--- src/logic/pulse_out_defs.vh ---
`ifndef PULSE_OUT_DEFS_VH
`define PULSE_OUT_DEFS_VH

// clock and timing
`define CLK_HZ 25'd25000000
`define MS_PER_S 25'd1000
`define CYC_PER_MS (`CLK_HZ / `MS_PER_S)
`define FREQ_MAX_HZ 14'd10000
`define PW_MIN_MS 8'd1

// register byte offsets
`define OFS_CTRL 8'h00
`define OFS_FBASE 8'h04
`define OFS_FSPAN 8'h08
`define OFS_VMIN 8'h0c
`define OFS_VMAX 8'h10
`define OFS_FSUBST 8'h14
`define OFS_UPP 8'h18
`define OFS_PWIDTH 8'h1c
`define OFS_CMD 8'h20
`define OFS_STATUS 8'h24
`define OFS_FREQ 8'h28

// control register fields
`define CTRL_EN 0
`define CTRL_TOT 1
`define CTRL_LINK 2
`define CTRL_POL 3
`define CTRL_ODRAIN 4
`define CTRL_ERR_LO 5
`define CTRL_ERR_HI 6
`define CTRL_W 7

// command register bits
`define CMD_ACCEPT 0
`define CMD_CANCEL 1

// error response codes
`define ERR_FORCE_LO 2'd0
`define ERR_FORCE_HI 2'd1
`define ERR_HOLD 2'd2
`define ERR_VALUE 2'd3

// reset values
`define RST_CTRL 7'h00
`define RST_FREQ 14'h0000
`define RST_VAL 16'h0000
`define RST_VMAX 16'hffff
`define RST_UPP 32'h00000001
`define RST_PW 8'h01

`endif

--- src/logic/ratio_divider.v ---
`timescale 1ns/1ns
// restoring divider, one quotient bit per clock; 32 cycles from start to done
module ratio_divider
(
    // system
    input wire mclk,
    input wire rst_n,
    // request
    input wire start,
    input wire [31:0] numer,
    input wire [15:0] denom,
    // answer
    output reg busy,
    output reg done,
    output reg [31:0] quot
);

reg [5:0] count;
reg [16:0] rem;
reg [31:0] shift;
wire [16:0] trial;

assign trial = {rem[15:0], shift[31]} - {1'b0, denom};

always @(posedge mclk)
begin
    if (!rst_n)
    begin
        busy <= 1'b0;
        done <= 1'b0;
        quot <= 32'h00000000;
        count <= 6'h00;
        rem <= 17'h00000;
        shift <= 32'h00000000;
    end
    else
    begin
        done <= 1'b0;
        if (!busy)
        begin
            if (start)
            begin
                busy <= 1'b1;
                count <= 6'h20;
                rem <= 17'h00000;
                shift <= numer;
            end
        end
        else
        begin
            if (!trial[16])
                rem <= trial;
            else
                rem <= {rem[15:0], shift[31]};
            shift <= {shift[30:0], ~trial[16]};
            count <= count - 6'h01;
            if (count == 6'h01)
            begin
                busy <= 1'b0;
                done <= 1'b1;
                quot <= {shift[30:0], ~trial[16]};
            end
        end
    end
end

endmodule

--- src/logic/freq_total_out.v ---
`timescale 1ns/1ns
`include "pulse_out_defs.vh"

module freq_total_out
(
    // system
    input wire mclk,
    input wire rst_n,
    // apb slave
    input wire psel,
    input wire penable,
    input wire pwrite,
    input wire [7:0] paddr,
    input wire [31:0] pwdata,
    output reg [31:0] prdata,
    output reg pready,
    output reg pslverr,
    // measurement feed
    input wire param_valid,
    input wire [15:0] param_value,
    input wire qty_valid,
    input wire [15:0] qty_inc,
    input wire meter_error,
    input wire gate_open,
    // pulse pins, open drain capable
    output reg pulse_a,
    output reg pulse_a_oe_n,
    output reg pulse_b,
    output reg pulse_b_oe_n
);

localparam st_idle = 1'b0;
localparam st_div = 1'b1;

// staged settings, written by software
reg [6:0] stg_ctrl;
reg [13:0] stg_fbase;
reg [13:0] stg_fspan;
reg [15:0] stg_vmin;
reg [15:0] stg_vmax;
reg [13:0] stg_fsubst;
reg [31:0] stg_upp;
reg [7:0] stg_pw;
// active settings, used by the output logic
reg [6:0] ctrl;
reg [13:0] fbase;
reg [13:0] fspan;
reg [15:0] vmin;
reg [15:0] vmax;
reg [13:0] fsubst;
reg [31:0] upp;
reg [7:0] pw;

reg calc_state;
reg [13:0] good_freq;
reg [13:0] out_freq;
reg [24:0] phase;
reg [31:0] qty_acc;
reg [24:0] pw_cycles;
reg [25:0] tot_cnt;
reg tot_busy;
reg lost_pulse;

reg [31:0] next_rdata;
reg next_err;
reg [13:0] next_freq;
reg [24:0] next_phase;
reg [24:0] quad;
reg [32:0] next_acc;
reg fire;
reg lvl_a;
reg lvl_b;

wire bus_setup;
wire bus_write;
wire div_start;
wire div_busy;
wire div_done;
wire [31:0] div_quot;
wire [31:0] numer_full;
wire [15:0] span_v;
wire [13:0] span_f;
wire en;
wire tot_mode;
wire [1:0] err_sel;

function [13:0] clamp_freq;
    input [31:0] f;
    begin
        if (f > {18'h00000, `FREQ_MAX_HZ})
            clamp_freq = `FREQ_MAX_HZ;
        else
            clamp_freq = f[13:0];
    end
endfunction

assign bus_setup = psel & ~penable;
assign bus_write = psel & penable & pready & pwrite & ~pslverr;
assign en = ctrl[`CTRL_EN];
assign tot_mode = ctrl[`CTRL_TOT];
assign err_sel = ctrl[`CTRL_ERR_HI:`CTRL_ERR_LO];
assign span_v = vmax - vmin;
assign span_f = (fspan > fbase) ? fspan - fbase : 14'h0000;

// read mux and address decode
always @*
begin
    next_rdata = 32'h00000000;
    next_err = 1'b0;
    case (paddr)
        `OFS_CTRL: next_rdata = {25'h0000000, stg_ctrl};
        `OFS_FBASE: next_rdata = {18'h00000, stg_fbase};
        `OFS_FSPAN: next_rdata = {18'h00000, stg_fspan};
        `OFS_VMIN: next_rdata = {16'h0000, stg_vmin};
        `OFS_VMAX: next_rdata = {16'h0000, stg_vmax};
        `OFS_FSUBST: next_rdata = {18'h00000, stg_fsubst};
        `OFS_UPP: next_rdata = stg_upp;
        `OFS_PWIDTH: next_rdata = {24'h000000, stg_pw};
        `OFS_CMD: next_rdata = 32'h00000000;
        `OFS_STATUS: next_rdata = {27'h0000000, lost_pulse, tot_busy,
                                   calc_state, meter_error, gate_open};
        `OFS_FREQ: next_rdata = {18'h00000, out_freq};
        default: next_err = 1'b1;
    endcase
end

// apb answers one cycle after setup: zero wait states
always @(posedge mclk)
begin
    if (!rst_n)
    begin
        pready <= 1'b0;
        pslverr <= 1'b0;
        prdata <= 32'h00000000;
    end
    else
    begin
        pready <= bus_setup;
        pslverr <= bus_setup & next_err;
        if (bus_setup && !pwrite)
            prdata <= next_rdata;
    end
end

// staged and active register banks
always @(posedge mclk)
begin
    if (!rst_n)
    begin
        stg_ctrl <= `RST_CTRL;
        stg_fbase <= `RST_FREQ;
        stg_fspan <= `FREQ_MAX_HZ;
        stg_vmin <= `RST_VAL;
        stg_vmax <= `RST_VMAX;
        stg_fsubst <= `RST_FREQ;
        stg_upp <= `RST_UPP;
        stg_pw <= `RST_PW;
        ctrl <= `RST_CTRL;
        fbase <= `RST_FREQ;
        fspan <= `FREQ_MAX_HZ;
        vmin <= `RST_VAL;
        vmax <= `RST_VMAX;
        fsubst <= `RST_FREQ;
        upp <= `RST_UPP;
        pw <= `RST_PW;
    end
    else if (bus_write)
    begin
        case (paddr)
            `OFS_CTRL: stg_ctrl <= pwdata[`CTRL_W-1:0];
            // top of range held at the limit
            `OFS_FBASE: stg_fbase <= clamp_freq(pwdata);
            `OFS_FSPAN: stg_fspan <= clamp_freq(pwdata);
            `OFS_VMIN: stg_vmin <= pwdata[15:0];
            `OFS_VMAX: stg_vmax <= pwdata[15:0];
            `OFS_FSUBST: stg_fsubst <= clamp_freq(pwdata);
            `OFS_UPP: stg_upp <= pwdata;
            `OFS_PWIDTH: stg_pw <= (pwdata[7:0] < `PW_MIN_MS) ? `PW_MIN_MS : pwdata[7:0];
            `OFS_CMD:
            begin
                // accept copies all staged at once
                if (pwdata[`CMD_ACCEPT])
                begin
                    ctrl <= stg_ctrl;
                    fbase <= stg_fbase;
                    fspan <= stg_fspan;
                    vmin <= stg_vmin;
                    vmax <= stg_vmax;
                    fsubst <= stg_fsubst;
                    upp <= stg_upp;
                    pw <= stg_pw;
                end
                else if (pwdata[`CMD_CANCEL])
                begin
                    stg_ctrl <= ctrl;
                    stg_fbase <= fbase;
                    stg_fspan <= fspan;
                    stg_vmin <= vmin;
                    stg_vmax <= vmax;
                    stg_fsubst <= fsubst;
                    stg_upp <= upp;
                    stg_pw <= pw;
                end
            end
            default: stg_pw <= stg_pw;
        endcase
    end
end

// numerator (value - min) * frequency span
assign div_start = (calc_state == st_idle) && param_valid && !meter_error
                   && param_value > vmin && param_value < vmax;

// both factors widened first so the product cannot wrap
assign numer_full = {16'h0000, param_value - vmin} * {18'h00000, span_f};

ratio_divider u_div
(
    .mclk(mclk),
    .rst_n(rst_n),
    .start(div_start),
    .numer(numer_full),
    .denom(span_v),
    .busy(div_busy),
    .done(div_done),
    .quot(div_quot)
);

// last good frequency; samples arriving during a division are dropped
always @(posedge mclk)
begin
    if (!rst_n)
    begin
        calc_state <= st_idle;
        good_freq <= `RST_FREQ;
    end
    else
    begin
        case (calc_state)
            st_idle:
            begin
                // only error-free readings update the held value
                if (div_start)
                begin
                    calc_state <= st_div;
                end
                // ends of range map to base and span
                else if (param_valid && !meter_error && param_value <= vmin)
                    good_freq <= fbase;
                else if (param_valid && !meter_error)
                    good_freq <= fspan;
            end
            st_div:
            begin
                if (div_done)
                begin
                    good_freq <= clamp_freq(div_quot + {18'h00000, fbase});
                    calc_state <= st_idle;
                end
            end
            default: calc_state <= st_idle;
        endcase
    end
end

// frequency selection during errors
always @*
begin
    next_freq = good_freq;
    // error swaps in the chosen response
    if (meter_error)
    begin
        case (err_sel)
            `ERR_FORCE_LO: next_freq = fbase;
            `ERR_FORCE_HI: next_freq = fspan;
            `ERR_HOLD: next_freq = good_freq;
            `ERR_VALUE: next_freq = fsubst;
            default: next_freq = good_freq;
        endcase
    end
end

// phase accumulator wraps at the clock rate so the step equals hertz
always @*
begin
    next_phase = phase + {11'h000, out_freq};
    if (next_phase >= `CLK_HZ)
        next_phase = next_phase - `CLK_HZ;
    quad = phase + (`CLK_HZ >> 2);
    if (quad >= `CLK_HZ)
        quad = quad - `CLK_HZ;
end

// totalizer accumulation
always @*
begin
    next_acc = {1'b0, qty_acc};
    fire = 1'b0;
    // nothing accumulates while the gate is shorted
    if (qty_valid && gate_open)
        next_acc = {1'b0, qty_acc} + {17'h00000, qty_inc};
    if (upp != 32'h00000000 && next_acc >= {1'b0, upp})
    begin
        next_acc = next_acc - {1'b0, upp};
        fire = 1'b1;
    end
end

// output levels before drive mode; polarity applied in totalizer mode only
always @*
begin
    if (tot_mode)
    begin
        lvl_a = tot_busy && tot_cnt < {1'b0, pw_cycles};
        // pulse b starts half a width later
        lvl_b = tot_busy && tot_cnt >= {2'b00, pw_cycles[24:1]}
                && tot_cnt < {2'b00, pw_cycles[24:1]} + {1'b0, pw_cycles};
        if (ctrl[`CTRL_POL])
        begin
            lvl_a = ~lvl_a;
            lvl_b = ~lvl_b;
        end
    end
    else
    begin
        lvl_a = phase >= (`CLK_HZ >> 1);
        // quadrature copy of the same train
        lvl_b = quad >= (`CLK_HZ >> 1);
    end
    if (!en)
    begin
        lvl_a = 1'b0;
        lvl_b = 1'b0;
    end
    if (!ctrl[`CTRL_LINK])
        lvl_b = 1'b0;
end

always @(posedge mclk)
begin
    if (!rst_n)
    begin
        out_freq <= `RST_FREQ;
        phase <= 25'h0000000;
        qty_acc <= 32'h00000000;
        pw_cycles <= 25'h0000000;
        tot_cnt <= 26'h0000000;
        tot_busy <= 1'b0;
        lost_pulse <= 1'b0;
        pulse_a <= 1'b0;
        pulse_a_oe_n <= 1'b1;
        pulse_b <= 1'b0;
        pulse_b_oe_n <= 1'b1;
    end
    else
    begin
        out_freq <= (en && !tot_mode) ? next_freq : `RST_FREQ;
        phase <= (en && !tot_mode) ? next_phase : 25'h0000000;
        pw_cycles <= pw * `CYC_PER_MS;
        if (en && tot_mode)
            qty_acc <= next_acc[31:0];
        else
            qty_acc <= 32'h00000000;
        // period is twice the width, so at most 500 Hz at 1 ms
        if (tot_busy)
        begin
            if (tot_cnt >= {pw_cycles, 1'b0} - 26'h0000001)
                tot_busy <= 1'b0;
            tot_cnt <= tot_cnt + 26'h0000001;
        end
        // a pulse due while one runs is lost, flagged sticky
        if (en && tot_mode && fire)
        begin
            if (!tot_busy)
            begin
                tot_busy <= 1'b1;
                tot_cnt <= 26'h0000000;
            end
            else
                lost_pulse <= 1'b1;
        end
        else if (bus_write && paddr == `OFS_CMD && pwdata[`CMD_ACCEPT])
            lost_pulse <= 1'b0;
        pulse_a <= lvl_a;
        pulse_b <= lvl_b;
        // open drain releases the line for a high level
        pulse_a_oe_n <= ctrl[`CTRL_ODRAIN] & lvl_a;
        pulse_b_oe_n <= ctrl[`CTRL_ODRAIN] & lvl_b;
    end
end

endmodule

--- config.mk ---
export PLATFORM = sky130hd
export DESIGN_NAME = freq_total_out
export DESIGN_NICKNAME = d
export VERILOG_FILES = /design/src/logic/ratio_divider.v /design/src/logic/freq_total_out.v
export VERILOG_INCLUDE_DIRS = /design/src /design/src/logic
export SDC_FILE = /design/constraint.sdc
export NUM_CORES = 2
export LEC_CHECK = 0
export BUFFER_PORTS_ARGS = -buffer_cell sky130_fd_sc_hd__buf_4
export CAP_MARGIN = 20
export CORE_UTILIZATION = 34
export CTS_CLUSTER_SIZE = 10
export DETAILED_ROUTE_END_ITERATION = 10
export PLACE_DENSITY = 0.61
export SETUP_SLACK_MARGIN = 0.15
export SLEW_MARGIN = 40
export SYNTH_ARGS = -nofsm -noshare
export SYNTH_HDL_FRONTEND = slang
export SYNTH_SLANG_ARGS = --single-unit
--- constraint.sdc ---
create_clock -name mclk -period 9.8 [get_ports mclk]
set_input_delay 1.47 -clock mclk [delete_from_list [all_inputs] [get_ports mclk]]
set_output_delay 1.47 -clock mclk [all_outputs]
set_load 0.03 [all_outputs]
# --- Yosys cells after proc, flatten, opt, wreduce, memory -nomap -nowiden ---
# Index checks and enable logic that the tools add are counted.
# Widths: inputs -> output; s select.
classes:
  n_reduce_logical: 49
  mux: 72
  n_bitwise: 14
  addsub: 15
  eq_ne: 20
  mul: 2
  n_lt_le_gt_ge: 16
op_table:
  columns: ["operator", "n"]
  rows:
  - ["$pmux 32 s10", 1]
  - ["$mux 14", 14]
  - ["$mux 32", 5]
  - ["$mux 16", 7]
  - ["$pmux 14 s2", 4]
  - ["$mux 26", 3]
  - ["$gt 32x14->1 const B", 2]
  - ["$pmux 16 s2", 2]
  - ["$pmux 32 s2", 1]
  - ["$pmux 14 s4", 1]
  - ["$ge 25x24->1 const B", 2]
  - ["$ge 25x25->1 const B", 2]
  - ["$mux 25", 2]
  - ["$sub 25x25->25 const B", 2]
  - ["$add 32x16->33", 1]
  - ["$ge 33x32->1", 1]
  - ["$mux 33", 1]
  - ["$add 32x14->32", 1]
  - ["$eq 8x5->1 const B", 4]
  - ["$reduce_and 4->1", 8]
  - ["$reduce_bool 32->1", 1]
  - ["$sub 16x16->16", 2]
  - ["$sub 32x32->32", 1]
  - ["$mul 16x14->30", 1]
  - ["44 further kinds", 119]
word_totals:
  wordCells: 227
  output_inout_bits: 38
  inputBits: 81
  regBits: 507

# --- Depth between registers and ports, before layout ---
logic_depth:
  word_depth: 9
  depth_mapped: 39
  ltp_nobuf: 37

# --- Cells and area by module ---
# Synthesis repeated with hierarchy kept, for this count alone.
hier_totals:
  cells_unflattened: 5221
  area_unflattened_um2: 41584.9
modules_own_cells:
  columns: ["module", "seq_area_each_um2", "instances", "cells_each", "area_per_inst_um2"]
  rows:
  - ["freq_total_out", 8287.9, 1, 4685, 36968.0]
  - ["ratio_divider", 1761.7, 1, 536, 4616.9]

# --- Worst setup path before layout ---
# Ideal clock, no wire load.
synth_path:
  path_type: "input-to-reg"
  start: "input port param_value[0]"
  end: "register u_div.shift[29]"
  n_path_buf: 0
  t_arrival_ns: 9.657
  cell_stages: 37
  required_time_ns: 9.674
  setup_time_ns: 0.126
  slack_ns: 0.018
  cell_sequence: "inv_1 ha_1 inv_1 fa_1 a21o_1 a21oi_1 o21ai_0 a21oi_1 o21bai_1 a21oi_1 o21bai_1 a21oi_1 xor2_1 nor2_1 fa_1 inv_1 fa_1 inv_1 fa_1 fa_1 fa_1 inv_1 fa_1 inv_1 ha_1 a21o_1 a21o_1 a21o_1 a21oi_1 o21ai_0 a21o_1 a2111oi_0 o211ai_1 a31oi_1 o21bai_1 xnor2_1 o21ai_0"
synth_via:
  elab_chain_len: 4
  elab_cells_between_ends: 9
  cone_classes: "add/sub (1); mul (1); order compare (2); mux (2); reduce/logical (3)"
synth_rtl:
  columns: ["item", "line_no", "source"]
  rows:
  - ["from (decl)", "freq_total_out.v:20", "input wire [15:0] param_value,"]
  - ["$sub 16x16->16 / $gt 16x16->1 (equally long branches)", "freq_total_out.v:215, freq_total_out.v:212", null]
  - ["$mul 16x14->30 / $logic_and 1x1->1 (equally long branches)", "freq_total_out.v:215, freq_total_out.v:212", null]
  - ["$mux 32 / $logic_and 1x1->1 (equally long branches)", "ratio_divider.v:41, freq_total_out.v:212", null]
  - ["$mux 32 / $reduce_bool 2->1 (equally long branches)", null, null]
  - ["to (signal assigned)", "ratio_divider.v:46", "shift <= numer;"]
  - ["to (signal assigned)", "ratio_divider.v:55", "shift <= {shift[30:0], ~trial[16]};"]
  - ["to (decl)", "ratio_divider.v:20", "reg [31:0] shift;"]
# Parallel ways exist; a longest one is shown, timed or not. The select of a mux whose other input is x is not followed.
# A chain may end at the register's enable or synchronous reset.

# --- Worst setup path after layout ---
layout_path:
  start: "register fspan[0]"
  end: "register u_div.shift[28]"
layout_via:
  elab_chain_len: 5
  elab_cells_between_ends: 6
  cone_classes: "add/sub (1); mul (1); order compare (1); mux (3)"
layout_rtl:
  columns: ["item", "line_no", "source"]
  rows:
  - ["from (decl)", "freq_total_out.v:47", "reg [13:0] fspan;"]
  - ["from (signal assigned)", "freq_total_out.v:160", "fspan <= `FREQ_MAX_HZ;"]
  - ["from (signal assigned)", "freq_total_out.v:186", "fspan <= stg_fspan;"]
  - ["$sub 14x14->14 / $gt 14x14->1 (equally long branches)", "freq_total_out.v:103", "assign span_f = (fspan > fbase) ? fspan - fbase : 14'h0000;"]
  - ["$mux 14 (*)", "freq_total_out.v:103", null]
  - ["$mul 16x14->30 (*)", "freq_total_out.v:215", "assign numer_full = {16'h0000, param_value - vmin} * {18'h00000, span_f};"]
  - ["$mux 32 (*)", "ratio_divider.v:41", "if (start)"]
  - ["$mux 32 (*)", "ratio_divider.v:39", "if (!busy)"]
# Mark *: on every way between the ends. The rest lies on a longest branch, timed or not. The select of a mux whose other input is x is not followed.

==> impl_metrics.json <==
{
  "worstSetupStartpoint": "fspan[0]$_SDFFE_PN0P_",
  "multiInputGateArea_sq_um": 28600,
  "cts_max_level": 2,
  "syn_area_per_cell_sq_um": 8.00,
  "dr.pass1.iters": 7,
  "cts_tree": "done",
  "yosys-top-cells-count": "nand2_1, dfxtp_1, nor2_1, a21oi_1, ha_1",
  "slowest_delay_ps": 580,
  "path_delay_family": "adder cells",
  "clock_sinks": 502,
  "place_congestion": 0.928,
  "worstPathBufferInverterCount": 7,
  "synth_edf_count": 0,
  "outcome": "completed",
  "io_buffers": 118,
  "drc": 0,
  "synth_most_common_cell": "nand2_1",
  "grt.overflow.total": 0,
  "ys_ff_latch": 502,
  "power.internal_uw": 4420,
  "clock_latency_ps": 660,
  "synth-simple-area-share_pct": 18.7,
  "synth_compound_area_share_pct": 20.1,
  "rsz0062_at_grt": "no",
  "fillers": 12155,
  "grt_max_degree": 179,
  "r2r-start": "fspan[0]$_SDFFE_PN0P_",
  "crit_slowest_cell": "fa_1",
  "grt_pass1_vias": 35215,
  "cts_root_buffer": "clkbuf_16",
  "synth_top_area_share_pct": 24.5,
  "die_area_sq_um": 122000,
  "drive_gt1_share_pct": 8.46,
  "yosysSeqAreaShare_pct": 24.5,
  "min_period_over_period_pct": 93.7,
  "synth_fp_nets": 5824,
  "r2r_slack_ps": 620,
  "chipHeight_microns": 349,
  "synth_fa_ha_area_share_pct": 22.4,
  "core-area_sq_um": 119000,
  "crit_end": "u_div.shift[28]$_SDFFE_PN0P_",
  "netlist.top_cell.by_area": "dfxtp_1",
  "hold_viol": 0,
  "grt_pass1_wl_mm": 201,
  "drt_iter0_drc": 2946,
  "path_max_fanout": 18,
  "vias": 36548,
  "vias_per_cell": 5.36,
  "drtAntennaViolNets": 0,
  "cp.arrival_ps": 9750,
  "clk_path_buf_depth": 3,
  "worstMarginPinSlew_ps": 861,
  "async_flop_share_pct": 0,
  "synth_top_family_by_area": "adder cells",
  "ff2ff_path_depth": 34,
  "seqPwrFrac_pct": 31.4,
  "synth-main-ff-cell": "dfxtp_1",
  "path_class": "reg -> reg",
  "dp_hpwl_mm": 99.0,
  "crit_cells": 34,
  "cp_data_required_time_ps": 10360,
  "initial_core_util_pct": 34.5,
  "clk_pin_slew_worst_paths_ps": 60,
  "p_leak_uw": 0.0195,
  "power.switching_uw": 2290,
  "ios": 119,
  "finalSetupViolCount": 0,
  "row_count": 126,
  "clockPowerShare_pct": 31.8,
  "die_w_microns": 349,
  "switching_share_pct": 34.1,
  "synth_area_leaders": "dfxtp_1, ha_1, fa_1",
  "hold_class": "reg -> reg",
  "peakVddDrop_uv": 227,
  "wl_mm": 128,
  "antenna_found_initial": 2,
  "cts_buffers": 60,
  "slew_viol_final": 0,
  "max_freq_mhz": 109,
  "critPathCaptureType": "flop",
  "routedWlPerCell_microns": 18.7,
  "seqCellArea_sq_um": 10000,
  "ys_types": 108,
  "yosysWarnings": 0,
  "placed_area_sq_um": 44000,
  "power_density_nw_per_um2": 146,
  "synth_xor_area_share_pct": 5.90,
  "syn-cell-area_sq_um": 40900,
  "relSlewSlack_pct": 42.4,
  "track_usage_pct": 20.7,
  "combPwrFrac_pct": 36.9,
  "crit_top_cell": "fa_1",
  "holdBufCountCts": 0,
  "final.min_clock_period_ps": 9180,
  "maxCapViolCount": 0,
  "finClkSkew_ps": 37.0,
  "stdcell_area_sq_um": 46000,
  "timing.rr.end": "u_div.shift[28]$_SDFFE_PN0P_",
  "cp-start-kind": "flop",
  "final_nets": 5902,
  "diodes": 0,
  "synth_cells": 5120,
  "area_growth_pct": 12.2,
  "synth.mux.area_fraction_pct": 2.32,
  "postLayoutCoreUtil_pct": 38.7
}
==> final cells by class <==
class,count,share of cell area (%)
Clock inverter,8,0.270
Clock buffer,78,3.61
Sequential cell,502,21.9
Inverter,414,3.40
Tap cell,1600,4.36
Timing Repair Buffer,246,4.15
Multi-Input combinational cell,3974,62.3
==> logic make-up (layout without fill, tap and decap cells) <==
family                   count (synthesis)  in the layout
AO/OA/AOI/OAI                         1282           1282
XOR/XNOR                               274            274
adder cells (fa/ha/maj)                623            623
buffers and inverters                  644            746
flip-flops                             502            502
multiplexers                            89             89
AND/OR/NAND/NOR                       1706           1706
==> worst min-delay path by stage <==
stage | start | endpoint | slack, ps | cells past startpoint
6_report | good_freq[9]$_SDFFE_PN0P_ | good_freq[9]$_SDFFE_PN0P_ | 460 | 2
5_1_grt | good_freq[9]$_SDFFE_PN0P_ | good_freq[9]$_SDFFE_PN0P_ | 480 | 2
4_1_cts | good_freq[9]$_SDFFE_PN0P_ | good_freq[9]$_SDFFE_PN0P_ | 460 | 2
3_5_place_dp | good_freq[9]$_SDFFE_PN0P_ | good_freq[9]$_SDFFE_PN0P_ | 450 | 2
3_3_place_gp | good_freq[9]$_SDFFE_PN0P_ | good_freq[9]$_SDFFE_PN0P_ | 450 | 2
2_1_floorplan | good_freq[9]$_SDFFE_PN0P_ | good_freq[9]$_SDFFE_PN0P_ | 430 | 2
==> worst min-delay path, stage by stage, from the launching register on <==
cell and delay [ps]:
dfxtp_1 310, nand2_1 50, a21oi_1 50
==> routing by layer <==
metal / wire [microns] / part of all wire (%) / global-route usage, % / up-vias
met5: 8 / 0.0063 / 0 / -
met1: 56800 / 44 / 27.7 / 17482
met2: 58600 / 46 / 34.0 / 998
met4: 5220 / 4.1 / 7.77 / 2
li1: - / - / - / 17821
met3: 7240 / 5.7 / 2.41 / 245
==> stage by stage <==
step	hold WS, ps	setup slack [ps]	instances	setup TNS [ps]	power (uW)
final	461	616	6822	0	6710
after detailed placement	451	-110	6731	-461	4610
after CTS	459	470	6817	0	6760
after global routing	481	144	6822	0	7160
after global placement	447	-170	6730	-588	4610
after floorplan	432	219	5120	0	3890
==> state kept, by name (all words and copies together), names as in the netlist, 20 cells and up <==
signal	flops
prdata	32
qty_acc	32
stg_upp	32
u_div.quot	32
u_div.shift	32
upp	32
tot_cnt	26
phase	25
pw_cycles	20
==> layout by cell type (no fill, tap or decap), drive strengths merged, types with 27 or more instances in the layout <==
master | netlist | final
nand2 | 707 | 707
dfxtp | 502 | 502
nor2 | 471 | 471
a21oi | 441 | 441
ha | 437 | 437
inv | 413 | 414
buf | 35 | 246
o21ai | 239 | 239
fa | 186 | 186
xnor2 | 181 | 181
a21o | 96 | 96
xor2 | 93 | 93
nand3 | 90 | 90
clkbuf | 195 | 78
nor3 | 75 | 75
a211oi | 72 | 72
a31oi | 71 | 71
mux2i | 70 | 70
o211ai | 70 | 70
and2 | 60 | 60
a22oi | 52 | 52
nor2b | 49 | 49
nand4 | 47 | 47
and3 | 44 | 44
nand2b | 41 | 41
o21bai | 29 | 29
nor4 | 28 | 28
o21a | 27 | 27
==> what timing repair did <==
item                                    4_1_cts  5_1_grt
endpoints found under the setup margin        0        5
gates resized for setup                       0       17
buffers inserted                              0        3
==> power groups by stage <==
| stage | sequential [uW] | clock (uW) | combinational [uW] |
|---|---|---|---|
| 2_1_floorplan | 2140 | 0 | 1750 |
| 3_3_place_gp | 2150 | 0 | 2460 |
| 3_5_place_dp | 2150 | 0 | 2460 |
| 4_1_cts | 2100 | 2170 | 2490 |
| 5_1_grt | 2110 | 2250 | 2810 |
| 6_report | 2100 | 2130 | 2470 |
(Power assumes the default switching activity.)
